**src/hdl/miu_pkg.sv**
```systemverilog
package miu_pkg;

  localparam int WORD_W       = 64;
  localparam int NUM_MODULES  = 16;
  localparam int MOD_IDX_W    = 4;

  // element control word field positions
  localparam int CW_TYPE_POS  = 63;
  localparam int CW_JUST_POS  = 62;
  localparam int CW_LOCK_HI   = 61;
  localparam int CW_LOCK_LO   = 60;
  localparam int CW_LINK_POS  = 59;
  localparam int CW_LEN_HI    = 49;
  localparam int CW_LEN_LO    = 34;
  localparam int CW_ADDR_HI   = 33;
  localparam int CW_MOD_HI    = 17;
  localparam int CW_MOD_LO    = 14;
  localparam int CW_OFS_HI    = 5;
  localparam int CW_OFS_LO    = 0;

  localparam logic TYPE_FETCH = 1'b0;
  localparam logic TYPE_STORE = 1'b1;

  // even parity: the parity bit makes the count of ones even
  localparam logic PARITY_ODD_SENSE = 1'b0;

  // no-access timeout: longest time rounds down
  localparam int CLK_HZ          = 10_000_000;
  localparam int NO_ACCESS_NS    = 25_000;
  localparam int NO_ACCESS_CYC   = (NO_ACCESS_NS / 1000) * (CLK_HZ / 1_000_000);
  localparam int TMO_W           = 9;

  // error register layout
  localparam int ERR_KIND_NOACC  = 63;
  localparam int ERR_KIND_PAR    = 62;
  localparam logic [63:0] ERR_RESET = 64'h0000_0000_0000_0000;

  typedef struct packed {
    logic             typ;
    logic             just;
    logic [1:0]       lock;
    logic             link;
    logic [8:0]       spare;
    logic [15:0]      len;
    logic [15:0]      addr_hi;
    logic [3:0]       module_sel;
    logic [7:0]       addr_mid;
    logic [5:0]       ofs;
  } miu_cw_t;

  // signals toward the memory modules
  typedef struct packed {
    logic                   req;
    logic [NUM_MODULES-1:0] drv_en;
    logic                   rx_en;
    logic [WORD_W-1:0]      data;
    logic                   par;
  } miu_mem_out_t;

  // signals from the addressed memory module
  typedef struct packed {
    logic              ack;
    logic              data_req;
    logic              strobe;
    logic [WORD_W-1:0] data;
    logic              par;
  } miu_mem_in_t;

  function automatic logic miu_parity(input logic [WORD_W-1:0] w);
    miu_parity = (^w) ^ PARITY_ODD_SENSE;
  endfunction

endpackage

```
**src/hdl/miu_top.sv**
```systemverilog
`timescale 1ns/1ns
`default_nettype none
module miu_top import miu_pkg::*; #(
  parameter int NUM_REQ   = 8,
  parameter int IDX_W     = 3,
  parameter bit LOW_FIRST = 1'b1
) (
  // clock and reset
  input  wire logic                         i_mclk,
  input  wire logic                         i_rst,
  // requesting elements
  input  wire logic [NUM_REQ-1:0]           i_el_req,
  input  wire miu_cw_t [NUM_REQ-1:0]        i_el_cw,
  input  wire logic [NUM_REQ-1:0][WORD_W-1:0] i_el_wdata,
  output logic [NUM_REQ-1:0]                o_el_done,
  output logic [NUM_REQ-1:0]                o_el_err,
  output logic [WORD_W-1:0]                 o_el_rdata,
  output logic                              o_busy,
  // memory modules
  output miu_mem_out_t                      o_mem,
  input  wire miu_mem_in_t                  i_mem,
  // interrupt section and error register
  input  wire logic                         i_intr_enable,
  output logic                              o_err_intr,
  input  wire logic                         i_per_rd,
  output logic [WORD_W-1:0]                 o_per_rdata,
  output logic                              o_per_full
);

  typedef enum logic [2:0] {
    ST_IDLE,
    ST_MCW,
    ST_DATA,
    ST_FETCH,
    ST_DONE
  } miu_state_t;

  miu_state_t        state;
  miu_state_t        next_state;
  miu_cw_t           cw;
  miu_cw_t           next_cw;
  logic [WORD_W-1:0] mbr;
  logic [WORD_W-1:0] next_mbr;
  logic              mbr_par;
  logic              next_mbr_par;
  logic [WORD_W-1:0] dbr;
  logic [WORD_W-1:0] next_dbr;
  logic [IDX_W-1:0]  owner;
  logic [IDX_W-1:0]  next_owner;
  logic [TMO_W-1:0]  tmo;
  logic [TMO_W-1:0]  next_tmo;
  logic              phase;
  logic              next_phase;
  logic              second;
  logic              next_second;
  logic              req;
  logic              next_req;
  logic              rx_en;
  logic              next_rx_en;
  logic [NUM_MODULES-1:0] drv_en;
  logic [NUM_MODULES-1:0] next_drv_en;
  logic              fail;
  logic              next_fail;
  logic [WORD_W-1:0] rdata;
  logic [WORD_W-1:0] next_rdata;

  logic              arb_any;
  logic [IDX_W-1:0]  arb_idx;
  logic              err_noacc;
  logic              err_par;
  logic              err_load;
  logic [WORD_W-1:0] err_info;
  logic [WORD_W-1:0] keep_mask;
  logic              spans;

  localparam logic [TMO_W-1:0] TMO_LIMIT = TMO_W'(NO_ACCESS_CYC);

  miu_arbiter #(
    .NUM_REQ   (NUM_REQ),
    .IDX_W     (IDX_W),
    .LOW_FIRST (LOW_FIRST)
  ) u_arb (
    .i_req (i_el_req),
    .o_any (arb_any),
    .o_idx (arb_idx)
  );

  // one-hot driver group from a module number
  function automatic logic [NUM_MODULES-1:0] grp_sel(input logic [MOD_IDX_W-1:0] m);
    grp_sel = NUM_MODULES'(1) << m;
  endfunction

  // a field that starts off a word boundary and runs past it needs a second module
  assign spans = (cw.ofs != 6'h0) &&
                 ({11'h000, cw.ofs} + {1'b0, cw.len} > 17'h0_0040); // one bit wider: no wrap
  // bits of the first word that survive the merge
  assign keep_mask = ~({WORD_W{1'b1}} >> cw.ofs);

  // timeout and parity faults, logged to the error register only while an interrupt is enabled
  assign err_noacc = (state == ST_MCW || state == ST_DATA || state == ST_FETCH) &&
                     (tmo == TMO_LIMIT);
  assign err_par   = (state == ST_FETCH) && i_mem.strobe &&
                     (miu_parity(i_mem.data) != i_mem.par);
  assign err_load  = (err_noacc || err_par) && i_intr_enable;
  assign err_info  = {err_noacc, err_par, cw[WORD_W-3:0]};

  miu_err_reg u_per (
    .i_mclk  (i_mclk),
    .i_rst   (i_rst),
    .i_load  (err_load),
    .i_info  (err_info),
    .i_rd    (i_per_rd),
    .o_rdata (o_per_rdata),
    .o_full  (o_per_full)
  );

  // master control sequencing
  always_comb begin
    next_state   = state;
    next_cw      = cw;
    next_mbr     = mbr;
    next_mbr_par = mbr_par;
    next_dbr     = dbr;
    next_owner   = owner;
    next_tmo     = tmo;
    next_phase   = phase;
    next_second  = second;
    next_req     = req;
    next_rx_en   = rx_en;
    next_drv_en  = drv_en;
    next_fail    = fail;
    next_rdata   = rdata;
    if (state != ST_IDLE && state != ST_DONE) begin
      next_tmo = tmo + TMO_W'(1);
    end
    case (state)
      ST_IDLE: begin
        next_drv_en = '0;
        next_req    = 1'b0;
        next_rx_en  = 1'b0;
        if (arb_any) begin
          next_owner   = arb_idx;
          next_cw      = i_el_cw[arb_idx];
          next_dbr     = i_el_wdata[arb_idx];
          next_mbr     = i_el_cw[arb_idx];
          next_mbr_par = miu_parity(i_el_cw[arb_idx]);
          next_drv_en  = grp_sel(i_el_cw[arb_idx].module_sel);
          next_req     = 1'b1;
          next_tmo     = '0;
          next_phase   = 1'b0;
          next_second  = 1'b0;
          next_fail    = 1'b0;
          next_state   = ST_MCW;
        end
      end
      ST_MCW: begin
        if (cw.typ == TYPE_STORE) begin
          // single-word store alternates control word and data until acknowledged
          next_phase   = ~phase;
          next_mbr     = phase ? cw : dbr;
          next_mbr_par = phase ? miu_parity(cw) : miu_parity(dbr);
        end
        if (err_noacc) begin
          next_fail  = 1'b1;
          next_state = ST_DONE;
        end else if (i_mem.ack) begin
          next_tmo = '0;
          if (cw.typ == TYPE_STORE) begin
            next_state = ST_DONE;
          end else begin
            next_rx_en = 1'b1;
            next_state = ST_FETCH;
          end
        end
      end
      ST_FETCH: begin
        if (err_noacc) begin
          next_fail  = 1'b1;
          next_state = ST_DONE;
        end else if (i_mem.strobe) begin
          next_mbr     = i_mem.data;
          next_mbr_par = i_mem.par;
          next_tmo     = '0;
          if (err_par) begin
            next_fail  = 1'b1;
            next_state = ST_DONE;
          end else if (second) begin
            next_dbr   = (dbr & keep_mask) | (i_mem.data & ~keep_mask);
            next_state = ST_DONE;
          end else if (spans) begin
            // hold the first word and go after the next module
            next_dbr           = i_mem.data;
            next_second        = 1'b1;
            next_cw.module_sel = cw.module_sel + MOD_IDX_W'(1);
            next_cw.addr_mid   = '1;
            next_cw.addr_hi    = '1;
            next_cw.link       = 1'b1;
            next_cw.len        = cw.len - (16'h0040 - {10'h000, cw.ofs});
            next_state         = ST_DATA;
            next_rx_en         = 1'b0;
            next_drv_en        = '0;
            next_req           = 1'b0;
          end else begin
            next_dbr   = i_mem.data;
            next_state = ST_DONE;
          end
        end
      end
      ST_DATA: begin
        // one idle cycle between modules so two groups never overlap
        next_mbr     = cw;
        next_mbr_par = miu_parity(cw);
        next_drv_en  = grp_sel(cw.module_sel);
        next_req     = 1'b1;
        next_tmo     = '0;
        next_state   = ST_MCW;
      end
      ST_DONE: begin
        next_rdata  = dbr;
        next_req    = 1'b0;
        next_rx_en  = 1'b0;
        next_drv_en = '0;
        next_state  = ST_IDLE;
      end
      default: begin
        next_state = ST_IDLE;
      end
    endcase
  end

  always_ff @(posedge i_mclk or posedge i_rst) begin
    if (i_rst) begin
      state   <= ST_IDLE;
      cw      <= '0;
      mbr     <= 64'h0000_0000_0000_0000;
      mbr_par <= 1'b0;
      dbr     <= 64'h0000_0000_0000_0000;
      owner   <= '0;
      tmo     <= '0;
      phase   <= 1'b0;
      second  <= 1'b0;
      req     <= 1'b0;
      rx_en   <= 1'b0;
      drv_en  <= '0;
      fail    <= 1'b0;
      rdata   <= 64'h0000_0000_0000_0000;
    end else begin
      state   <= next_state;
      cw      <= next_cw;
      mbr     <= next_mbr;
      mbr_par <= next_mbr_par;
      dbr     <= next_dbr;
      owner   <= next_owner;
      tmo     <= next_tmo;
      phase   <= next_phase;
      second  <= next_second;
      req     <= next_req;
      rx_en   <= next_rx_en;
      drv_en  <= next_drv_en;
      fail    <= next_fail;
      rdata   <= next_rdata;
    end
  end

  // done and error pulses go to the owning element only
  logic [NUM_REQ-1:0] done_q;
  logic [NUM_REQ-1:0] next_done;
  logic [NUM_REQ-1:0] err_q;
  logic [NUM_REQ-1:0] next_err;
  logic               intr_q;
  logic               next_intr;

  always_comb begin
    next_done = '0;
    next_err  = '0;
    if (state == ST_DONE) begin
      next_done[owner] = 1'b1;
      next_err[owner]  = fail;
    end
    next_intr = err_load;
  end

  always_ff @(posedge i_mclk or posedge i_rst) begin
    if (i_rst) begin
      done_q <= '0;
      err_q  <= '0;
      intr_q <= 1'b0;
    end else begin
      done_q <= next_done;
      err_q  <= next_err;
      intr_q <= next_intr;
    end
  end

  assign o_el_done   = done_q;
  assign o_el_err    = err_q;
  assign o_el_rdata  = rdata;
  assign o_busy      = (state != ST_IDLE);
  assign o_err_intr  = intr_q;
  assign o_mem.req    = req;
  assign o_mem.drv_en = drv_en;
  assign o_mem.rx_en  = rx_en;
  assign o_mem.data   = mbr;
  assign o_mem.par    = mbr_par;

endmodule
`default_nettype wire

```
**src/hdl/miu_arbiter.sv**
```systemverilog
`timescale 1ns/1ns
`default_nettype none
module miu_arbiter import miu_pkg::*; #(
  parameter int NUM_REQ   = 8,
  parameter int IDX_W     = 3,
  parameter bit LOW_FIRST = 1'b1
) (
  // requests
  input  wire logic [NUM_REQ-1:0] i_req,
  // grant
  output logic                    o_any,
  output logic [IDX_W-1:0]        o_idx
);

  // fixed order, direction chosen by parameter
  always_comb begin
    int j;
    j     = 0;
    o_any = 1'b0;
    o_idx = '0;
    for (int k = 0; k < NUM_REQ; k++) begin
      j = LOW_FIRST ? (NUM_REQ - 1 - k) : k;
      if (i_req[j]) begin
        o_any = 1'b1;
        o_idx = IDX_W'(j);
      end
    end
  end

endmodule
`default_nettype wire

```
**src/hdl/miu_err_reg.sv**
```systemverilog
`timescale 1ns/1ns
`default_nettype none
module miu_err_reg import miu_pkg::*; (
  // clock and reset
  input  wire logic              i_mclk,
  input  wire logic              i_rst,
  // capture side
  input  wire logic              i_load,
  input  wire logic [WORD_W-1:0] i_info,
  // program read side
  input  wire logic              i_rd,
  output logic [WORD_W-1:0]      o_rdata,
  output logic                   o_full
);

  logic [WORD_W-1:0] processor_error_register;
  logic              full;
  logic [WORD_W-1:0] next_per;
  logic              next_full;
  logic [WORD_W-1:0] next_rdata;

  // read clears; a load in the read cycle still lands afterwards
  always_comb begin
    next_per   = processor_error_register;
    next_full  = full;
    next_rdata = o_rdata;
    if (i_rd) begin
      next_rdata = processor_error_register;
      next_per   = ERR_RESET;
      next_full  = 1'b0;
    end
    if (i_load && (!full || i_rd)) begin
      next_per  = i_info;
      next_full = 1'b1;
    end
  end

  always_ff @(posedge i_mclk or posedge i_rst) begin
    if (i_rst) begin
      processor_error_register     <= ERR_RESET;
      full    <= 1'b0;
      o_rdata <= ERR_RESET;
    end else begin
      processor_error_register     <= next_per;
      full    <= next_full;
      o_rdata <= next_rdata;
    end
  end

  assign o_full = full;

endmodule
`default_nettype wire

```
**config.mk**
```make
export PLATFORM = sky130hd
export DESIGN_NAME = miu_top
export DESIGN_NICKNAME = d
export VERILOG_FILES = /design/src/hdl/miu_pkg.sv /design/src/hdl/miu_top.sv /design/src/hdl/miu_arbiter.sv /design/src/hdl/miu_err_reg.sv
export SDC_FILE = /design/constraint.sdc
export NUM_CORES = 1
export LEC_CHECK = 0
export BUFFER_PORTS_ARGS = -buffer_cell sky130_fd_sc_hd__buf_2
export CAP_MARGIN = 10
export CORE_AREA = 2 2 525 527
export DETAILED_ROUTE_END_ITERATION = 8
export DIE_AREA = 0 0 527 529
export PLACE_DENSITY_LB_ADDON = 0.05
export RECOVER_POWER = 50
export SLEW_MARGIN = 20
export SYNTH_ARGS = -nofsm -noshare
export SYNTH_HDL_FRONTEND = slang
export SYNTH_SLANG_ARGS = --single-unit
```
**constraint.sdc**
```tcl
create_clock -name i_mclk -period 18.2 [get_ports i_mclk]
set_input_delay 1.82 -clock i_mclk [delete_from_list [all_inputs] [get_ports i_mclk]]
set_output_delay 1.82 -clock i_mclk [all_outputs]
set_load 0.05 [all_outputs]
```
### Word-level counts from Yosys, hierarchy flattened

Cells that the tools add are included.

| word-level totals | value |
|---|---|
| latch bits | 0 |
| memories kept | 0 |
| bits in writable memories | 0 |
| logic and storage cells | 214 |
| output and inout port bits | 230 |
| register bits after elaboration | 439 |
| ROM bits | 0 |

| operators by class | value |
|---|---|
| reduce and logical (&&, ||, !) cells | 37 |
| multipliers | 0 |
| multiplexer cells | 108 |
| shift-type cells | 3 |
| bitwise logic cells | 7 |
| $add $sub $neg | 5 |
| equal/unequal tests | 21 |
| order comparisons | 4 |
| div/mod/pow operators | 0 |

Operators by type and width:

| kind | number |
|---|---|
| two-way mux 64 bit | 14 |
| binary-select mux 64 bit (select 3 bit) | 2 |
| one-hot mux 64 bit (4 select lines) | 1 |
| parity 64 bit | 4 |
| two-way mux 44 bit | 5 |
| bitwise AND 64 bit | 2 |
| inverter 64 bit | 2 |
| one-hot mux 64 bit (2 select lines) | 1 |
| two-way mux 16 bit | 6 |
| one-hot mux 44 bit (2 select lines) | 1 |
| OR 64 bit | 1 |
| one-hot mux 16 bit (4 select lines) | 1 |
| >> shifter 64 x 6 -> 64 bit (first input constant) | 1 |
| two-way mux 60 bit | 1 |
| two-way mux 9 bit | 6 |
| two-way mux 3 bit | 17 |
| two-way mux 1 bit | 41 |
| one-hot mux 9 bit (4 select lines) | 1 |
| left shift 1 x 4 -> 16 bit (first input constant) | 2 |
| != test 2 bit (second input constant) | 11 |
| adder 6 x 16 -> 17 bit | 1 |
| greater-than comparator 17 x 7 -> 1 bit (second input constant) | 1 |
| two-way mux 8 bit | 2 |
| subtractor 16 bit | 1 |
| 33 further kinds | 60 |

### Depth between registers and ports, before layout

Gate-level depths: netlist of run 1.

| depth | value |
|---|---|
| depth in word-level cells | 13 |
| mapped depth | 21 |

### Cells and area by module

Synthesis of run 1 repeated with hierarchy kept, for this count alone.

| unflattened totals | value |
|---|---|
| cell total of the unflattened synthesis | 3201 |
| area, all modules | 32214.6 µm² |

Modules (own cells, without submodules):

| module | cells an instance | times used | seq. area each (µm²) | area an instance (µm²) |
|---|---|---|---|---|
| miu_top | 2764 | 1 | 7757.4 | 26442.9 |
| miu_err_reg | 424 | 1 | 3228.1 | 5691.7 |
| miu_arbiter | 13 | 1 | 0.0 | 80.1 |

### Least setup slack after synthesis of run 1

Ideal clock, no wire load.

| path | value |
|---|---|
| path type | input-to-reg |
| from | input i_el_req[0] |
| to | register mbr_par |
| data required time | 18.065 ns |
| stages on the path | 21 |
| arrival time | 5.956 ns |
| path slack | 12.110 ns |
| cells stage by stage | clkbuf_1 -> nor3_1 -> o21a_1 -> nor2_1 -> buf_2 -> buf_2 -> clkbuf_1 -> clkbuf_1 -> clkbuf_1 -> clkbuf_1 -> nand2_1 -> nand3_1 -> nand3_1 -> nand2_1 -> inv_1 -> ha_1 -> xor2_1 -> xnor2_1 -> xnor3_1 -> xnor3_1 -> o22ai_1 |

| between the ends | value |
|---|---|
| longest elaborated chain between the ends | 6 |
| elaborated cells between the ends (all ways) | 9 |

RTL lines:

| what | line | RTL |
|---|---|---|
| start: declaration | miu_top.sv:12 | `input wire logic [NUM_REQ-1:0] i_el_req,` |
| two-way mux 3 bit | miu_arbiter.sv:23 | `if (i_req[j]) begin` |
| binary-select mux 64 bit (select 3 bit) | miu_top.sv:146 | `next_mbr_par = miu_parity(i_el_cw[arb_idx]);` |
| two-way mux 64 bit | n/a |  |
| parity 64 bit | miu_pkg.sv:70 | `miu_parity = (^w) ^ PARITY_ODD_SENSE;` |
| two-way mux 1 bit | miu_top.sv:141 | `if (arb_any) begin` |
| one-hot mux 1 bit (4 select lines) | miu_top.sv:136 | `case (state)` |
| end signal: assignment | miu_top.sv:251 | `mbr_par <= next_mbr_par;` |
| end: declaration | miu_top.sv:44 | `logic mbr_par;` |

Parallel ways exist; a longest one is shown, timed or not. The select of a mux whose other input is x is not followed.
A chain may end at the register's enable or synchronous reset.

==> results.json, run 1 <==
{
  "power.leakage_nw": 20.61,
  "syn_to_final_growth_pct": 40.60,
  "ant_nets": 0,
  "dieArea_um2": 278800,
  "timing.fmax_mhz": 113.8,
  "whs_path_depth": 1,
  "viasPerCell": 4.135,
  "avgSynthCellArea_um2": 7.939,
  "fp-row-count": 192,
  "cpMaxStageDelayCell": "clkinvlp_2",
  "drive_above_1_share_pct": 30.29,
  "core-area_um2": 272900,
  "drt_iter0_markers": 2764,
  "crit_chain": "buf_2 > clkinvlp_2 > clkbuf_1 > buf_4 > buf_4",
  "grt_pass1_vias": 38910,
  "clock-sinks": 439,
  "drc": 0,
  "setup_viol": 0,
  "postSynthNetCount": 5249,
  "drv_cap": 8,
  "violations": "max-capacitance violations, max-slew violations",
  "dr_wl_met3_um": 16270,
  "dr_wl_met2_um": 151700,
  "hp-class": "register to register",
  "wl_met1_um": 124500,
  "cp.required_ps": 18890,
  "rrSetupSlack_ps": 12450,
  "ir_drop_mv": 0.1342,
  "ios": 1334,
  "worstPathArrival_ps": 9480,
  "synth_seq_cells": 439,
  "h-tree-depth": 3,
  "rr_endpoint": "o_el_done[6]",
  "finalHoldViolCount": 0,
  "critPathKind": "input pin to asynchronous set/reset pin",
  "async_flop_share_pct": 100.0,
  "synthCells": 4102,
  "wl_per_cell_um": 33.46,
  "ys_warn_count": 0,
  "hpwl_um": 248600,
  "cts_buffers": 66,
  "r2r_cells": 7,
  "nFillCells": 31507,
  "min_to": "mbr[5]",
  "start_kind": "input pin",
  "grt_pass1_wl_um": 390400,
  "multi_input_comb_area_um2": 20280,
  "initial_core_util_pct": 11.93,
  "path_clk_slew_ps": 60,
  "min_from": "mbr[5]",
  "die_h_um": 529,
  "portBuffers": 1332,
  "num_vias": 37231,
  "first_pass_iters": 9,
  "max-slew-margin-rel_pct": -261.1,
  "ys.flop_type": "dfrtp_1",
  "clockBufferDepth": 3,
  "synth_edf_count": 0,
  "utilization_pct": 16.78,
  "slew_viol_final": 429,
  "gp_congestion": 0.8743,
  "yosysUniqueCellTypes": 72,
  "cts_setup_buffers": 0,
  "ff_latch_area_um2": 10990,
  "p_per_area_nw_per_um2": 182.6,
  "root_buffer": "clkbuf_16",
  "top_layer_used": "met5",
  "clock_latency_ps": 690,
  "yosysSeqAreaShare_pct": 33.73,
  "fin_nets": 6435,
  "antenna_found_initial": 201,
  "clock_skew_ps": 37.44,
  "grt_max_degree": 129,
  "cp_max_fo": 104,
  "grt.total_usage_pct": 20.85,
  "cts_hold_buf": 0,
  "wirelength_um": 301300,
  "grt_overflow": 0,
  "status": "complete, but fails checks",
  "cpMostUsedCell": "buf_4",
  "tightest_slew_ps": 5387,
  "tns_ps": 0,
  "period_minus_slack_ps": 8787,
  "post_cts_resized": 0,
  "min_period_over_period_pct": 48.28,
  "synth_area_um2": 32560,
  "rsz0062_at_grt": "false",
  "worst_setup_path_end_kind": "asynchronous set/reset pin",
  "reg2reg_from": "state[0]",
  "cts_tree": "done",
  "die_w_um": 527,
  "critPathMaxStageDelay_ps": 2990
}
[cell families (layout without fill, tap and decap cells)]
family	after synthesis	in the layout	synth area share, %
AND/OR/NAND/NOR	1759	1759	23.56
AO/OA/AOI/OAI	923	923	19.40
flip-flops	439	439	33.73
buffers and inverters	397	1634	5.003
multiplexers	284	284	9.310
XOR/XNOR	257	257	7.292
adder cells (fa/ha/maj)	43	43	1.698
other	0	75	0
[routing by layer]
layer / global-route usage (%) / vias up
met5: 0 / -
met4: 5.326 / 108
met3: 4.252 / 405
met2: 37.47 / 1337
met1: 25.03 / 18415
li1: - / 16966
[worst max-delay path by stage]
stage | start | cells past startpoint | endpoint
CTS | i_el_req[7] | 18 | mbr_par
global route | i_rst | 5 | asynchronous set/reset pin
floorplan | i_rst | 1 | asynchronous set/reset pin
detailed placement | i_el_req[7] | 18 | mbr_par
global placement | i_el_req[7] | 18 | mbr_par
finish | i_rst | 5 | o_el_rdata[43]
[layout by cell type, fill, tap and decap left out, types with 7 or more instances in the layout]
cell type	n
diode_2	75
xnor3_1	9
nand2_1	1084
clkinv_2	7
a21boi_0	8
inv_1	57
xnor2_1	211
nor2_1	102
and2_1	8
nor3_1	18
dfrtp_1	438
buf_4	107
nand2b_1	71
mux2_2	151
a21o_1	65
o22ai_1	7
buf_2	1168
a311oi_1	76
a211oi_2	35
o21ai_0	222
mux2i_1	133
a211oi_1	100
ha_1	41
clkbuf_16	67
nand3_1	282
a21oi_1	191
o31ai_1	29
xor2_1	37
a31oi_1	23
a22o_1	19
a22oi_1	9
and3_1	144
a221o_1	7
a222oi_1	63
clkbuf_8	15
clkbuf_1	191
[Yosys cell counts (all sizes together) (4+ instances only)]
| cell | number | area, um2 |
|---|---|---|
| a211o | 4 | 35.03 |
| a211oi | 138 | 1146 |
| a21boi | 9 | 67.56 |
| a21o | 65 | 488.0 |
| a21oi | 192 | 960.9 |
| a221o | 7 | 70.07 |
| a221oi | 7 | 67.56 |
| a222oi | 63 | 630.6 |
| a22o | 19 | 166.4 |
| a22oi | 9 | 67.56 |
| a311oi | 79 | 691.9 |
| a31oi | 23 | 143.9 |
| and2 | 10 | 62.56 |
| and3 | 145 | 907.1 |
| buf | 67 | 390.4 |
| clkbuf | 269 | 1010 |
| dfrtp | 439 | 10990 |
| ha | 41 | 513.0 |
| inv | 59 | 221.5 |
| mux2 | 151 | 1700 |
| mux2i | 133 | 1331 |
| nand2 | 1089 | 4088 |
| nand2b | 71 | 444.2 |
| nand3 | 283 | 1416 |
| nand4 | 5 | 31.28 |
| nor2 | 110 | 429.2 |
| nor2b | 6 | 37.54 |
| nor3 | 20 | 105.1 |
| nor4 | 5 | 43.79 |
| o211ai | 5 | 37.54 |
| o21a | 6 | 45.04 |
| o21ai | 227 | 1136 |
| o21bai | 5 | 37.54 |
| o22ai | 7 | 43.79 |
| o31a | 5 | 43.79 |
| o31ai | 33 | 247.7 |
| or3 | 4 | 25.02 |
| xnor2 | 211 | 1848 |
| xnor3 | 9 | 202.7 |
| xor2 | 37 | 324.1 |
[stage by stage]
stage                     setup WS [ps]  cell area (um2)  hold WS, ps  power, mW  instances
after floorplan                    4150            32570        451.0      4.759       4102
after global placement            10130            43600        458.7      7.157       8805
after detailed placement          10080            43630        461.3      7.157       8808
after CTS                         10810            45830        474.9      8.578       8927
after global routing               7988            45670        493.4      8.854       8957
final                              9413            45790        473.0      8.362       9003
[layout make-up]
class	instances	area share, %
tap	3589	9.807
clock buffer	100	4.260
multi-input combinational	3266	44.29
clock inverter	19	0.5329
inverter	61	0.5028
antenna	75	0.4099
sequential	439	24.00
timing repair buffer	1454	16.20
[power breakdown]
group,switching (mW),internal (mW),total [mW],leakage [nW]
Sequential,0.623,1.34,1.96,5.65
Clock,0.576,0.777,1.35,1.06
Combinational,3.40,1.64,5.05,13.9
Total,4.60,3.76,8.36,20.6
[critical path: cells and delay by family]
| family | cells | cell delay (ps) |
|---|---|---|
| buf+inv | 5 | 7400 |
Power figures use the tool's default switching activity.
==> inputs of run 2 (changes only) <==
==> constraint.sdc (replaced) <==
create_clock -name i_mclk -period 8.8 [get_ports i_mclk]
set_input_delay 0.88 -clock i_mclk [delete_from_list [all_inputs] [get_ports i_mclk]]
set_output_delay 0.88 -clock i_mclk [all_outputs]
set_load 0.05 [all_outputs]
==> run 2 against run 1 <==
  * Routed wire length is 0.39% higher
  * Combinational power is 110% higher
  * Critical path type unchanged
  * Global-route usage is 0.096 points higher
  * Utilization is 0.062 points higher
  * Clock-buffer cell count is 8 lower
  * The flow still finishes with violations (max-capacitance violations, max-slew violations)
  * Non-clock buffer count is 20 higher
  * First-iteration DRC count is 8.0% lower
  * Worst setup slack worse by 6400 ps
  * Hold slack worse by 190 ps
  * Final cell count hardly changed
  * Largest cell class unchanged
  * Cell area is 0.37% higher
  * Register-to-register slack worse by 8300 ps
  * Critical endpoint is now o_el_rdata[42]
  * Highest routed layer unchanged
==> results.json, run 2 (same netlist as run 1, synthesis figures left out) <==
{
  "place_inst": 8827,
  "multi_input_comb_area_um2": 20230,
  "cp_num_cells": 4,
  "tns_ps": 0,
  "hp-class": "input pin to asynchronous set/reset pin",
  "die_w_um": 527,
  "wl_per_cell_um": 33.56,
  "worstPathArrival_ps": 5950,
  "critPathKind": "input pin to asynchronous set/reset pin",
  "layout_common_cells": "buf_2 (1234), nand2_1 (1083), dfrtp_1 (438)",
  "cpMostUsedCell": "clkbuf_1",
  "ant_nets": 0,
  "power_mw": 17.50,
  "ios": 1334,
  "slew_viol_final": 306,
  "crit_start": "i_rst",
  "fin_cells": 9012,
  "power.leakage_nw": 20.95,
  "rr_endpoint": "u_per.processor_error_register[50]",
  "core-area_um2": 272900,
  "gp_congestion": 0.8685,
  "clock_skew_ps": 36.68,
  "min_period_over_period_pct": 65.45,
  "grt.total_usage_pct": 20.94,
  "viasPerCell": 4.155,
  "cp.required_ps": 8990,
  "hpwl_um": 251000,
  "antenna_found_initial": 221,
  "setup_viol": 0,
  "clock_latency_ps": 690,
  "die_h_um": 529,
  "hold_ws_ps": 279.2,
  "fp-row-count": 192,
  "ff_latch_area_um2": 10990,
  "drc": 0,
  "clockBufferDepth": 3,
  "timing.fmax_mhz": 173.6,
  "finalHoldViolCount": 0,
  "p_per_area_nw_per_um2": 380.9,
  "cpMaxStageDelayCell": "clkbuf_1",
  "cts_buffers": 66,
  "drive_above_1_share_pct": 31.75,
  "critPathTopFamily": "buffers and inverters",
  "period_minus_slack_ps": 5759,
  "cts_setup_buffers": 0,
  "portBuffers": 1332,
  "reg2reg_from": "state[2]",
  "dieArea_um2": 278800,
  "nFillCells": 31498,
  "cts_hold_buf": 0,
  "critPathMaxStageDelay_ps": 2310,
  "place_area_um2": 43760,
  "syn_to_final_growth_pct": 41.13,
  "h-tree-depth": 3,
  "clock-sinks": 439,
  "post_cts_resized": 0,
  "crit_path_end": "o_el_rdata[42]",
  "grt_max_degree": 109,
  "first_pass_iters": 9,
  "stdcell_area_um2": 45960,
  "wirelength_um": 302400,
  "initial_core_util_pct": 11.93,
  "critical_path_buf_inv_count": 4,
  "drt_iter0_markers": 2542,
  "cp_max_fo": 44,
  "root_buffer": "clkbuf_16",
  "start_kind": "input pin",
  "final_common_cell": "buf_2",
  "fin_nets": 6455,
  "worst_setup_path_end_kind": "asynchronous set/reset pin",
  "violations": "max-capacitance violations, max-slew violations",
  "grt_overflow": 0,
  "rrSetupSlack_ps": 4170,
  "path_clk_slew_ps": 60,
  "status": "complete, but fails checks",
  "max-slew-margin-rel_pct": -118.6,
  "crit_chain": "buf_2 > clkinvlp_2 > clkbuf_1 > clkbuf_1",
  "tightest_slew_ps": 3279,
  "drv_cap": 7,
  "rsz0062_at_grt": "false",
  "grt_pass1_wl_um": 391800,
  "grt_pass1_vias": 38781,
  "ir_drop_mv": 0.4275,
  "r2r_cells": 9,
  "cts_tree": "done",
  "num_vias": 37445
}
-- run 2: cell types whose count changed in the layout (fill, tap and decap cells not counted), sizes merged --
cell	before	now
diode	75	71
inv	60	63
clkbuf	273	202
buf	1281	1364
bufinv	2	4
clkinv	13	11
clkinvlp	5	3
-- run 2: stage by stage --
step	setup slack, ps	utilization [%]
finish	3041	16.84
floorplan	1989	-
global route	2100	16.81
detailed placement	2813	16.04
CTS	3520	16.83
global placement	1969	16.02
-- run 2: area by class of cell --
cell class	count	share of cell area [%]
diodes	71	0.3866
multi-input cells	3266	44.02
repair buffers	1474	16.72
flip-flops and latches	439	23.91
clock buffers	92	4.155
well taps	3589	9.771
inverters	61	0.5009
clock inverters	20	0.5363
-- run 2: worst reg2reg max path, cell delays in order (launching register included) --
cell	delay, ps
dfrtp_1	570
clkinv_1	340
nand2_1	290
nor2_4	620
nand3_1	520
o21ai_0	210
buf_4	200
and3_4	630
buf_4	790
o21ai_0	290
-- run 2: how the worst min path moves through the flow --
stage / startpoint / end / depth (start not counted)
final: i_rst / u_per.o_rdata[29] / 2
after global routing: i_rst / u_per.o_rdata[29] / 2
after CTS: i_rst / u_per.o_rdata[29] / 2
after detailed placement: o_el_rdata[31] / o_el_rdata[31] / 2
after global placement: mbr[8] / mbr[8] / 1
after floorplan: rx_en / rx_en / 1
-- run 2: where the power goes --
part	total [mW]	internal, mW	switching, mW
clock network	2.80	1.63	1.17
registers	4.01	2.77	1.24
logic	10.7	3.48	7.22
-- run 2: layer usage --
metal  GRT usage [%]  up-vias  wire length, um
li1                -    17001                -
met1           25.35    18464           126700
met2           36.76     1355           148400
met3           4.245      491            15680
met4           6.751      134            10820
met5               0        -              830
